==> config.mk <==
export PLATFORM = sky130hd
export DESIGN_NAME = rsm_matrix
export DESIGN_NICKNAME = d
export VERILOG_FILES = /design/src/rsm_pkg.sv /design/src/rsm_route.sv /design/src/rsm_matrix.sv
export VERILOG_INCLUDE_DIRS = /design/src
export SDC_FILE = /design/constraint.sdc
export NUM_CORES = 1
export LEC_CHECK = 0
export BUFFER_PORTS_ARGS = -buffer_cell sky130_fd_sc_hd__buf_2
export CAP_MARGIN = 20
export CORE_ASPECT_RATIO = 0.6
export CORE_MARGIN = 2
export CORE_UTILIZATION = 40
export CTS_BUF_LIST = sky130_fd_sc_hd__clkbuf_2
export DETAILED_ROUTE_END_ITERATION = 6
export PLACE_DENSITY = 0.79
export SLEW_MARGIN = 25
export SYNTH_ARGS = -nofsm -noshare
export SYNTH_HDL_FRONTEND = slang
export SYNTH_HIERARCHICAL = 1
export SYNTH_SLANG_ARGS = --single-unit
==> constraint.sdc <==
create_clock -name hclk -period 6.8 [get_ports hclk]
set_input_delay 1.36 -clock hclk [delete_from_list [all_inputs] [get_ports hclk]]
set_output_delay 1.36 -clock hclk [all_outputs]
set_load 0.01 [all_outputs]
==> src/rsm_params.svh <==
// register offsets, field positions and reset values of the relay signal routing matrix
`ifndef RSM_PARAMS_SVH
`define RSM_PARAMS_SVH

// ----------------------------------------------------------------
// register byte offsets
// ----------------------------------------------------------------
`define RSM_OFF_ALARM2 8'h00
`define RSM_OFF_ROUTE2 8'h04
`define RSM_OFF_FSEL 8'h08
`define RSM_OFF_STAT 8'h0C
`define RSM_OFF_MASK 8'h10
`define RSM_OFF_LIVE 8'h14

// ----------------------------------------------------------------
// reset values
// ----------------------------------------------------------------
`define RSM_RST_ALARM2 8'h00
`define RSM_RST_ROUTE2 8'h80
`define RSM_RST_FSEL 6'h00
`define RSM_RST_STAT 2'h0
`define RSM_RST_MASK 2'h0

// ----------------------------------------------------------------
// stage indication bit positions
// ----------------------------------------------------------------
`define RSM_IND_OCLS_START 0
`define RSM_IND_OCLS_TRIP 1
`define RSM_IND_OCHS_START 2
`define RSM_IND_OCHS_TRIP 3
`define RSM_IND_EFLS_START 4
`define RSM_IND_EFLS_TRIP 5
`define RSM_IND_EFHS_START 6
`define RSM_IND_EFHS_TRIP 7

// ----------------------------------------------------------------
// field positions in the function and second-output registers
// ----------------------------------------------------------------
`define RSM_ROUTE2_EFHS_TRIP 7
`define RSM_FSEL_CHAR_LSB 0
`define RSM_FSEL_CHAR_MSB 2
`define RSM_FSEL_CBFP 3
`define RSM_FSEL_DOUBLE 4
`define RSM_FSEL_EFBLK 5

// ----------------------------------------------------------------
// status bits
// ----------------------------------------------------------------
`define RSM_STAT_SIG2 0
`define RSM_STAT_SIG4 1

`endif

==> src/rsm_pkg.sv <==
// types shared by the relay signal routing matrix
package rsm_pkg;

  // low-set overcurrent operating characteristic
  typedef enum logic [2:0] {
    RSM_CHAR_DEFINITE = 3'h0,
    RSM_CHAR_STANDARD = 3'h1,
    RSM_CHAR_VERY = 3'h2,
    RSM_CHAR_EXTREME = 3'h3,
    RSM_CHAR_LONG = 3'h4
  } rsm_char_t;

  // switch code to characteristic; unused codes fall back to definite time
  function automatic rsm_char_t rsm_char_decode(input logic [2:0] code);
    rsm_char_t c;
    c = RSM_CHAR_DEFINITE;
    if (code == 3'h1) c = RSM_CHAR_STANDARD;
    else if (code == 3'h2) c = RSM_CHAR_VERY;
    else if (code == 3'h3) c = RSM_CHAR_EXTREME;
    else if (code == 3'h4) c = RSM_CHAR_LONG;
    return c;
  endfunction

endpackage

==> src/rsm_route.sv <==
// or of all indications whose routing switch is closed
`timescale 1ns/10ps
module rsm_route #(
  parameter int W = 8
) (
  // indications and switches
  input wire logic [W-1:0] ind,
  input wire logic [W-1:0] sel,
  // routed result
  output logic hit
);

  logic [W-1:0] term;

  // one and-gate per switch position
  genvar i;
  generate
    for (i = 0; i < W; i++)
    begin : g_term
      assign term[i] = ind[i] & sel[i];
    end
  endgenerate

  // any closed path drives the output
  assign hit = |term;

endmodule

==> src/rsm_matrix.sv <==
// relay signal routing matrix with ahb-lite register access
//
// What this block does
// - alarm switch bit 1 routes low-set overcurrent start to output two; default off.
// - alarm switch bit 2 routes low-set overcurrent trip to output two; default off.
// - alarm switch bit 3 routes high-set overcurrent start to output two; default off.
// - alarm switch bit 4 routes high-set overcurrent trip to output two; default off.
// - alarm switch bit 5 routes low-set earth-fault start to output two; default off.
// - alarm switch bit 6 routes low-set earth-fault trip to output two; default off.
// - alarm switch bit 7 routes high-set earth-fault start to output two; default off.
// - alarm switch bit 8 routes high-set earth-fault trip to output two; default off.
// - second-output switch bit 8 routes high-set earth-fault trip to output four; default on.
// - function bits 1..3 pick definite time or one of four inverse curves.
// - function bit 4 enables breaker failure protection; default off.
// - function bit 5 doubles high-set overcurrent start value during energizing.
// - function bit 6 blocks high-set earth-fault while low-set overcurrent has started.
`timescale 1ns/10ps
`include "rsm_params.svh"
module rsm_matrix (
  // clock and reset
  input wire logic hclk,
  input wire logic hresetn,
  // ahb-lite slave
  input wire logic hsel,
  input wire logic [31:0] haddr,
  input wire logic [1:0] htrans,
  input wire logic hwrite,
  input wire logic [2:0] hsize,
  input wire logic [31:0] hwdata,
  input wire logic hready,
  output logic [31:0] hrdata,
  output logic hreadyout,
  output logic hresp,
  // stage detector indications, asynchronous pins
  input wire logic [7:0] stage_ind,
  input wire logic energizing,
  // routed signal outputs
  output logic sig_two_q,
  output logic sig_four_q,
  // function selections to the stage logic
  output rsm_pkg::rsm_char_t char_sel_q,
  output logic cbfp_en_q,
  output logic hs_oc_double_q,
  output logic ef_hs_block_q,
  // interrupt
  output logic irq_q
);
  import rsm_pkg::*;

  // ----------------------------------------------------------------
  // input synchronisers
  // ----------------------------------------------------------------
  logic [8:0] meta_q;
  logic [8:0] sync_q;
  logic [7:0] ind_s;
  logic ener_s;

  // two flops per pin; only the second stage is read by logic
  always_ff @(posedge hclk or negedge hresetn)
  begin
    if (!hresetn)
    begin
      meta_q <= 9'h000;
      sync_q <= 9'h000;
    end
    else
    begin
      meta_q <= {energizing, stage_ind};
      sync_q <= meta_q;
    end
  end

  assign ind_s = sync_q[7:0];
  assign ener_s = sync_q[8];

  // ----------------------------------------------------------------
  // configuration and interrupt registers
  // ----------------------------------------------------------------
  logic [7:0] alarm_q;
  logic [7:0] alarm_d;
  logic [7:0] route2_q;
  logic [7:0] route2_d;
  logic [5:0] fsel_q;
  logic [5:0] fsel_d;
  logic [1:0] stat_q;
  logic [1:0] stat_d;
  logic [1:0] mask_q;
  logic [1:0] mask_d;
  logic ap_wr_q;
  logic ap_wr_d;
  logic [7:0] ap_addr_q;
  logic [7:0] ap_addr_d;
  logic [31:0] rdata_d;
  logic [1:0] stat_set;
  logic [1:0] stat_clr;
  logic ap_take;

  // an address phase is taken only when selected, non-idle and the bus is ready
  assign ap_take = hsel & htrans[1] & hready;

  // address phase capture for the following data phase
  always_comb
  begin
    ap_wr_d = ap_take & hwrite;
    ap_addr_d = ap_take ? haddr[7:0] : ap_addr_q;
  end

  // data phase writes; unmapped offsets are ignored
  always_comb
  begin
    alarm_d = alarm_q;
    route2_d = route2_q;
    fsel_d = fsel_q;
    mask_d = mask_q;
    stat_clr = 2'h0;
    if (ap_wr_q)
    begin
      if (ap_addr_q == `RSM_OFF_ALARM2)
      begin
        alarm_d = hwdata[7:0];
      end
      else if (ap_addr_q == `RSM_OFF_ROUTE2)
      begin
        route2_d = hwdata[7:0];
      end
      else if (ap_addr_q == `RSM_OFF_FSEL)
      begin
        fsel_d = hwdata[5:0];
      end
      else if (ap_addr_q == `RSM_OFF_STAT)
      begin
        stat_clr = hwdata[1:0];
      end
      else if (ap_addr_q == `RSM_OFF_MASK)
      begin
        mask_d = hwdata[1:0];
      end
    end
    // a new event beats a clear written in the same cycle
    stat_d = (stat_q & ~stat_clr) | stat_set;
  end

  // ----------------------------------------------------------------
  // routing
  // ----------------------------------------------------------------
  logic efhs_blk;
  logic [7:0] ind_g;
  logic [7:0] sel4;
  logic hit2;
  logic hit4;

  // blocked high-set earth-fault indications never reach an output
  always_comb
  begin
    efhs_blk = fsel_q[`RSM_FSEL_EFBLK] & ind_s[`RSM_IND_OCLS_START];
    ind_g = ind_s;
    if (efhs_blk)
    begin
      ind_g[`RSM_IND_EFHS_START] = 1'b0;
      ind_g[`RSM_IND_EFHS_TRIP] = 1'b0;
    end
    sel4 = 8'h00;
    sel4[`RSM_IND_EFHS_TRIP] = route2_q[`RSM_ROUTE2_EFHS_TRIP];
  end

  // output two: every alarm switch position may close
  rsm_route #(
    .W(8)
  ) u_route_two (
    .ind(ind_g),
    .sel(alarm_q),
    .hit(hit2)
  );

  // output four: only the high-set earth-fault trip path lives in this block
  rsm_route #(
    .W(8)
  ) u_route_four (
    .ind(ind_g),
    .sel(sel4),
    .hit(hit4)
  );

  // ----------------------------------------------------------------
  // outputs and events
  // ----------------------------------------------------------------
  logic sig_two_d;
  logic sig_four_d;
  rsm_char_t char_sel_d;
  logic cbfp_en_d;
  logic hs_oc_double_d;
  logic ef_hs_block_d;
  logic irq_d;

  // routed outputs, function selections and rising-edge events
  always_comb
  begin
    sig_two_d = hit2;
    sig_four_d = hit4;
    char_sel_d = rsm_char_decode(fsel_q[`RSM_FSEL_CHAR_MSB:`RSM_FSEL_CHAR_LSB]);
    cbfp_en_d = fsel_q[`RSM_FSEL_CBFP];
    hs_oc_double_d = fsel_q[`RSM_FSEL_DOUBLE] & ener_s;
    ef_hs_block_d = efhs_blk;
    stat_set = 2'h0;
    stat_set[`RSM_STAT_SIG2] = sig_two_d & ~sig_two_q;
    stat_set[`RSM_STAT_SIG4] = sig_four_d & ~sig_four_q;
    // level interrupt follows the new status so a clear drops it at once
    irq_d = |(stat_d & mask_d);
  end

  // ----------------------------------------------------------------
  // read mux
  // ----------------------------------------------------------------
  // reads use next values so a write just ahead is never seen stale
  always_comb
  begin
    rdata_d = 32'h0000_0000;
    if (ap_take & ~hwrite)
    begin
      if (haddr[7:0] == `RSM_OFF_ALARM2)
      begin
        rdata_d[7:0] = alarm_d;
      end
      else if (haddr[7:0] == `RSM_OFF_ROUTE2)
      begin
        rdata_d[7:0] = route2_d;
      end
      else if (haddr[7:0] == `RSM_OFF_FSEL)
      begin
        rdata_d[5:0] = fsel_d;
      end
      else if (haddr[7:0] == `RSM_OFF_STAT)
      begin
        rdata_d[1:0] = stat_d;
      end
      else if (haddr[7:0] == `RSM_OFF_MASK)
      begin
        rdata_d[1:0] = mask_d;
      end
      else if (haddr[7:0] == `RSM_OFF_LIVE)
      begin
        rdata_d[7:0] = ind_s;
        rdata_d[8] = ener_s;
        rdata_d[9] = sig_two_d;
        rdata_d[10] = sig_four_d;
        rdata_d[11] = efhs_blk;
      end
    end
  end

  // ----------------------------------------------------------------
  // state registers
  // ----------------------------------------------------------------
  // switch defaults are the reset values; the bus never errors and waits only until the first edge after reset
  always_ff @(posedge hclk or negedge hresetn)
  begin
    if (!hresetn)
    begin
      alarm_q <= `RSM_RST_ALARM2;
      route2_q <= `RSM_RST_ROUTE2;
      fsel_q <= `RSM_RST_FSEL;
      stat_q <= `RSM_RST_STAT;
      mask_q <= `RSM_RST_MASK;
      ap_wr_q <= 1'b0;
      ap_addr_q <= 8'h00;
      hrdata <= 32'h0000_0000;
      hreadyout <= 1'b0;
      hresp <= 1'b0;
      sig_two_q <= 1'b0;
      sig_four_q <= 1'b0;
      char_sel_q <= RSM_CHAR_DEFINITE;
      cbfp_en_q <= 1'b0;
      hs_oc_double_q <= 1'b0;
      ef_hs_block_q <= 1'b0;
      irq_q <= 1'b0;
    end
    else
    begin
      alarm_q <= alarm_d;
      route2_q <= route2_d;
      fsel_q <= fsel_d;
      stat_q <= stat_d;
      mask_q <= mask_d;
      ap_wr_q <= ap_wr_d;
      ap_addr_q <= ap_addr_d;
      hrdata <= rdata_d;
      hreadyout <= 1'b1;
      hresp <= 1'b0;
      sig_two_q <= sig_two_d;
      sig_four_q <= sig_four_d;
      char_sel_q <= char_sel_d;
      cbfp_en_q <= cbfp_en_d;
      hs_oc_double_q <= hs_oc_double_d;
      ef_hs_block_q <= ef_hs_block_d;
      irq_q <= irq_d;
    end
  end
endmodule

After elaboration in Yosys (flattened, before gate mapping)
Cells that the tools add are included.
{ "totals": {"in_bits": 83, "register_bits": 75, "latchBits": 0, "memories": 0, "romBits": 0, "word_cells": 96, "ramBits": 0, "output_inout_bits": 43} }
{ "classes": {"n_div": 0, "n_reduce_logical": 4, "addsub": 0, "mux": 37, "n_mul": 0, "shift": 0, "n_eq_ne": 13, "magnitude_cmp": 0, "bitwise": 24} }
{ "ops": {"columns": ["operator", "n"], "rows": [
  ["$mux 8", 7],
  ["$mux 6", 6],
  ["$eq 8x4->1 const B", 4],
  ["$mux 2", 14],
  ["$eq 8x5->1 const B", 3],
  ["$mux 12", 2],
  ["$mux 10", 2],
  ["$and 1x1->1", 17],
  ["$eq 8x3->1 const B", 2],
  ["$logic_not 8->1", 2],
  ["$mux 3", 4],
  ["$mux 4", 2],
  ["$reduce_or 8->1", 1],
  ["$eq 3x2->1 const B", 2],
  ["$and 2x2->2", 2],
  ["$eq 3x1->1 const B", 1],
  ["$eq 3x3->1 const B", 1],
  ["$not 1->1", 3],
  ["$not 2->2", 1],
  ["$or 2x2->2", 1],
  ["$reduce_or 2->1", 1]
]} }

Logic depth before layout (Yosys ltp)
{ "depth": {"word_depth": 14, "depth_mapped": 8, "depth_no_buf": 8} }

By module
Netlist, hierarchy kept.
{ "by_module_without_submodules": {"columns": ["module", "seq_area_each_um2", "n_inst", "cells_per_inst", "area_per_inst_um2"], "rows": [
  ["rsm_matrix", 1878.1, 1, 248, 3148.0],
  ["rsm_route", 0.0, 2, 5, 36.3]
]} }

Worst setup path before layout
No wires, ideal clock.
{ "synth_timing": {"path_kind": "input -> register", "startpoint": "in haddr[1]", "endpoint": "reg hrdata[2]", "path_stages": 6, "slack_ns": 3.631, "t_arrival_ns": 3.103, "required_ns": 6.734, "n_path_buf": 1, "setup_time_ns": 0.066, "path_cell_list": "nor3_1 > nand2_1 > or4b_1 > dlygate4sd3_1 > o22ai_1 > o311a_1"} }
{ "synth_via": {"elab_chain_len": 8, "word_cells_on_any_way": 13, "classes_between": "eq/ne (5); mux (7); reduce/logical (1)"} }
{ "synth_rtl": {"columns": ["item", "line", "rtl"], "rows": [
  ["from (decl)", "rsm_matrix.sv:25", "input wire logic [31:0] haddr,"],
  ["$eq 8x5->1 (no source line)", null, null],
  ["$mux 12", "rsm_matrix.sv:240", "else if (haddr[7:0] == `RSM_OFF_LIVE)"],
  ["$mux 10", "rsm_matrix.sv:236", "else if (haddr[7:0] == `RSM_OFF_MASK)"],
  ["$mux 10", "rsm_matrix.sv:232", "else if (haddr[7:0] == `RSM_OFF_STAT)"],
  ["$mux 6", "rsm_matrix.sv:228", "else if (haddr[7:0] == `RSM_OFF_FSEL)"],
  ["$mux 8", "rsm_matrix.sv:224", "else if (haddr[7:0] == `RSM_OFF_ROUTE2)"],
  ["$mux 8 *", "rsm_matrix.sv:220", "if (haddr[7:0] == `RSM_OFF_ALARM2)"],
  ["$mux 12 *", "rsm_matrix.sv:218", "if (ap_take & ~hwrite)"],
  ["net rdata_d[2]", "rsm_matrix.sv:93", "logic [31:0] rdata_d;"],
  ["to (signal assigned)", "rsm_matrix.sv:286", "hrdata <= rdata_d;"],
  ["to (decl)", "rsm_matrix.sv:31", "output logic [31:0] hrdata,"]
]} }
Mark *: on every way through the listed nets, which the timed path passes. The rest lies on a longest branch.
A chain may end at the register's enable or synchronous reset.

Worst setup path after layout
{ "layout_timing": {"startpoint": "reg ap_addr_q[1]", "endpoint": "reg hrdata[4]"} }
{ "layout_via": {"word_cells_on_any_way": 16, "classes_between": "eq/ne (2); mux (13); reduce/logical (1)"} }
{ "layout_lines": {"columns": ["item", "line", "rtl"], "rows": [
  ["from (decl)", "rsm_matrix.sv:91", "logic [7:0] ap_addr_q;"],
  ["from (signal assigned)", "rsm_matrix.sv:285", "ap_addr_q <= ap_addr_d;"],
  ["$logic_not 8->1 (no source line)", null, null],
  ["$mux 8", "rsm_matrix.sv:118", "if (ap_addr_q == `RSM_OFF_ALARM2)"],
  ["$mux 8", "rsm_matrix.sv:116", "if (ap_wr_q)"],
  ["net alarm_d[4]", "rsm_matrix.sv:80", "logic [7:0] alarm_d;"],
  ["$mux 8", "rsm_matrix.sv:220", null],
  ["$mux 12", "rsm_matrix.sv:218", null],
  ["net rdata_d[4]", "rsm_matrix.sv:93", null]
]} }
The timed path passes the listed nets, and every way through them passes these cells.

==> results.py <==
metrics = {
    "worst_hold_path": {
        "hold_path_class": "reg2reg",
        "hold_start": "meta_q[5]",
        "holdPathStages": 0,
        "hold_end": "sync_q[5]",
    },
    "critical_path": {
        "worstPathCellList": "or4_4 > nor4b_4 > mux2_2 > and2_1 > o311a_1",
        "rr_worst_depth": 5,
        "cp_data_required_time_ns": 7.22,
        "r2r_end": "hrdata[4]",
        "r2r-start": "ap_addr_q[1]",
        "cp_slowest_cell": "nor4b_4",
        "crit_buf_inv": 0,
        "rrSetupSlack_ns": 4.05,
        "slowest_delay_ns": 0.64,
        "path_max_fanout": 8,
        "path_delay_family": "simple AND/OR/NAND/NOR gates",
        "path_class": "reg2reg",
        "cp-start-kind": "flop",
        "worst_ep_arrival_time_ns": 3.18,
        "cp-end-kind": "flop",
    },
    "sta": {
        "period_needed_ns": 2.75,
        "worst_slew_pin_slew_ns": 0.717,
        "fin_tns_setup_ns": 0,
        "hold_viol": 0,
        "slew_violations": 0,
        "post-route-period-util_pct": 40.5,
        "finalClockSkew_ns": 0.0338,
        "fmax_mhz": 363,
        "rsz0062_at_grt": "no",
        "hold_ws_ns": 0.369,
        "setup_viol": 0,
        "slew_headroom_pct": 52.0,
    },
    "synthesis": {
        "synth.top_cell.area_share_pct": 57.5,
        "synthAdderAreaFrac_pct": 0,
        "yosys-top-cells-count": "74 x dfrtp_1, 21 x buf_4, 19 x mux2_2",
        "synth-simple-area-share_pct": 12.7,
        "ys_seq_elements": 75,
        "yosys.area.top_type": "dfrtp_1",
        "synth_top_family_by_area": "simple AND/OR/NAND/NOR gates",
        "synth-compound-area-share_pct": 9.52,
        "ys_top_cells_by_area": "dfrtp_1 57%, mux2_2 6.6%, buf_4 4.9%",
        "synth_area_sq_um": 3220,
        "synthFlopType": "dfrtp_1",
        "yosysSeqAreaShare_pct": 58.3,
        "synthArstFlopShare_pct": 100,
        "syn_inst": 258,
        "yosysUniqueCellTypes": 49,
        "yosysWarningCount": 6,
        "muxShareOfSynthArea_pct": 10.4,
        "synth.avg_cell_area_sq_um": 12.5,
        "synth_edf_count": 0,
        "synth_most_common_cell": "dfrtp_1",
        "synth_xor_area_share_pct": 0,
    },
    "job": {
        "drv_cap": 0,
    },
    "clocking": {
        "clk_latency_ns": 0.55,
        "cts_tree": "built",
        "cts_setup_buffers": 0,
        "cts_made_buffers": 9,
        "clk_transition_reported_paths_ns": 0.18,
        "clockRootBuffer": "clkbuf_2",
        "clockBufferDepth": 2,
        "clkSinkCount": 75,
        "hold_buffers": 0,
        "ctsHtreeMaxLevel": 3,
        "post_cts_resized": 0,
    },
    "power_and_ir_drop": {
        "p_switching_uw": 222,
        "p_per_area_nw_per_um2": 225,
        "p_clk_share_pct": 28.6,
        "p_int_uw": 594,
        "p_sw_share_pct": 27.2,
        "p_leak_nw": 1.86,
        "vdd_drop_max_uv": 96.0,
        "p_comb_share_pct": 10.6,
        "sequentialPowerShare_pct": 60.8,
    },
    "die": {
        "die_y_microns": 73.5,
        "io_pins": 126,
        "start_util_pct": 41.0,
        "rows": 25,
        "core_area_sq_um": 7850,
        "die-area_sq_um": 8810,
        "die_x_microns": 120,
    },
    "detailed_routing": {
        "drt-vias-per-instance": 4.82,
        "ant_nets": 0,
        "drc": 0,
        "routed_wl_microns": 6860,
        "wl_per_cell_microns": 15.8,
        "vias": 2098,
        "first_pass_iters": 5,
        "first_iter_violations": 129,
    },
    "grt": {
        "grt_antenna_before_repair": 0,
        "grt_pass1_wl_microns": 11000,
        "grt_pass1_vias": 2155,
        "overflow": 0,
        "grt_max_degree": 76,
        "grt_usage_pct": 17.4,
    },
    "cells_and_area": {
        "nets": 405,
        "area_growth_pct": 12.8,
        "seqCellArea_sq_um": 1880,
        "final_core_util_pct": 46.3,
        "multi_input_area_sq_um": 1160,
        "fillers": 741,
        "drive_gt1_share_pct": 30.6,
        "diodes": 0,
    },
    "placement": {
        "place.gp.congestion": 0.920,
        "port_buffers": 52,
        "hpwl_microns": 5050,
    },
    "run_status": {
        "outcome": "finished, final reports clean",
    },
}
==> metal layers <==
layer | vias to the layer above | GRT usage, % | share of wire, %
met5 | - | 0 | 0
met4 | 0 | 6.80 | 1.2
met3 | 12 | 7.14 | 9.0
met2 | 91 | 25.7 | 43
met1 | 1013 | 23.2 | 47
li1 | 982 | - | -
==> power groups by stage <==
stage                     registers [mW]  logic, mW  clock network [mW]
final                              0.496     0.0864               0.233
after floorplan                    0.499     0.0636                   0
after CTS                          0.497     0.0848               0.242
after detailed placement           0.505     0.0847                   0
after global routing               0.501     0.0970               0.263
after global placement             0.503     0.0820                   0
==> state kept, by name (all words and copies together) (netlist names), 2 cells and up <==
register and count:
alarm_q 8, ap_addr_q 8, char_sel_q 3, fsel_q 6, hrdata 12, mask_q 2
meta_q 9, route2_q 8, stat_q 2, sync_q 9
==> layout by cell type (no fill, tap or decap), types with 2 or more instances in the layout <==
cell type	Yosys	final
nor3b_1	2	2
buf_2	0	52
clkbuf_2	0	10
o311a_1	4	4
clkinv_2	0	3
mux2_2	19	19
o22ai_1	5	5
mux2i_1	12	12
conb_1	2	29
nor3_1	6	6
a21boi_0	4	4
dfrtp_1	74	74
nand2b_1	3	3
o21ai_0	4	4
nand4_1	3	3
and2_1	13	13
nor2b_1	3	3
inv_1	18	18
a22oi_1	8	8
a21oi_1	2	2
nand2_1	10	10
and2b_2	3	3
nand3_1	2	2
a21o_1	2	2
nor2_1	8	8
a211oi_1	2	2
==> worst max path at each step <==
stage                            start         to  slack, ns  cells after the start
after detailed placement      haddr[1]  hrdata[1]       3.59                      6
after global placement        haddr[1]  hrdata[1]       3.69                      6
after floorplan               haddr[1]  hrdata[2]       3.63                      6
after CTS                 ap_addr_q[1]  hrdata[3]       4.05                      5
final                     ap_addr_q[1]  hrdata[4]       4.05                      5
after global routing      ap_addr_q[2]  hrdata[2]       3.91                      5
==> through the flow <==
stage	cell area (sq um)	setup slack (ns)	instances	power (mW)
4_1_cts	3610	4.05	434	0.823
6_report	3630	4.05	435	0.816
2_1_floorplan	3320	3.63	285	0.563
3_3_place_gp	3510	3.69	418	0.585
5_1_grt	3630	3.91	435	0.861
3_5_place_dp	3510	3.59	418	0.590
==> logic make-up after synthesis <==
kind of cell,after synthesis
flops,75
simple gates,64
buf+inv,46
compound gates,40
mux,31
other cells,2
==> cell type report <==
type                            instances  share of cell area (%)
Multi-Input combinational cell        164                    31.9
Clock buffer                           10                    1.38
Clock inverter                          6                    1.55
Tap cell                              108                    3.72
Sequential cell                        75                    51.7
Inverter                               18                    1.86
Timing Repair Buffer                   54                    7.92
Power figures use the tool's default switching activity.
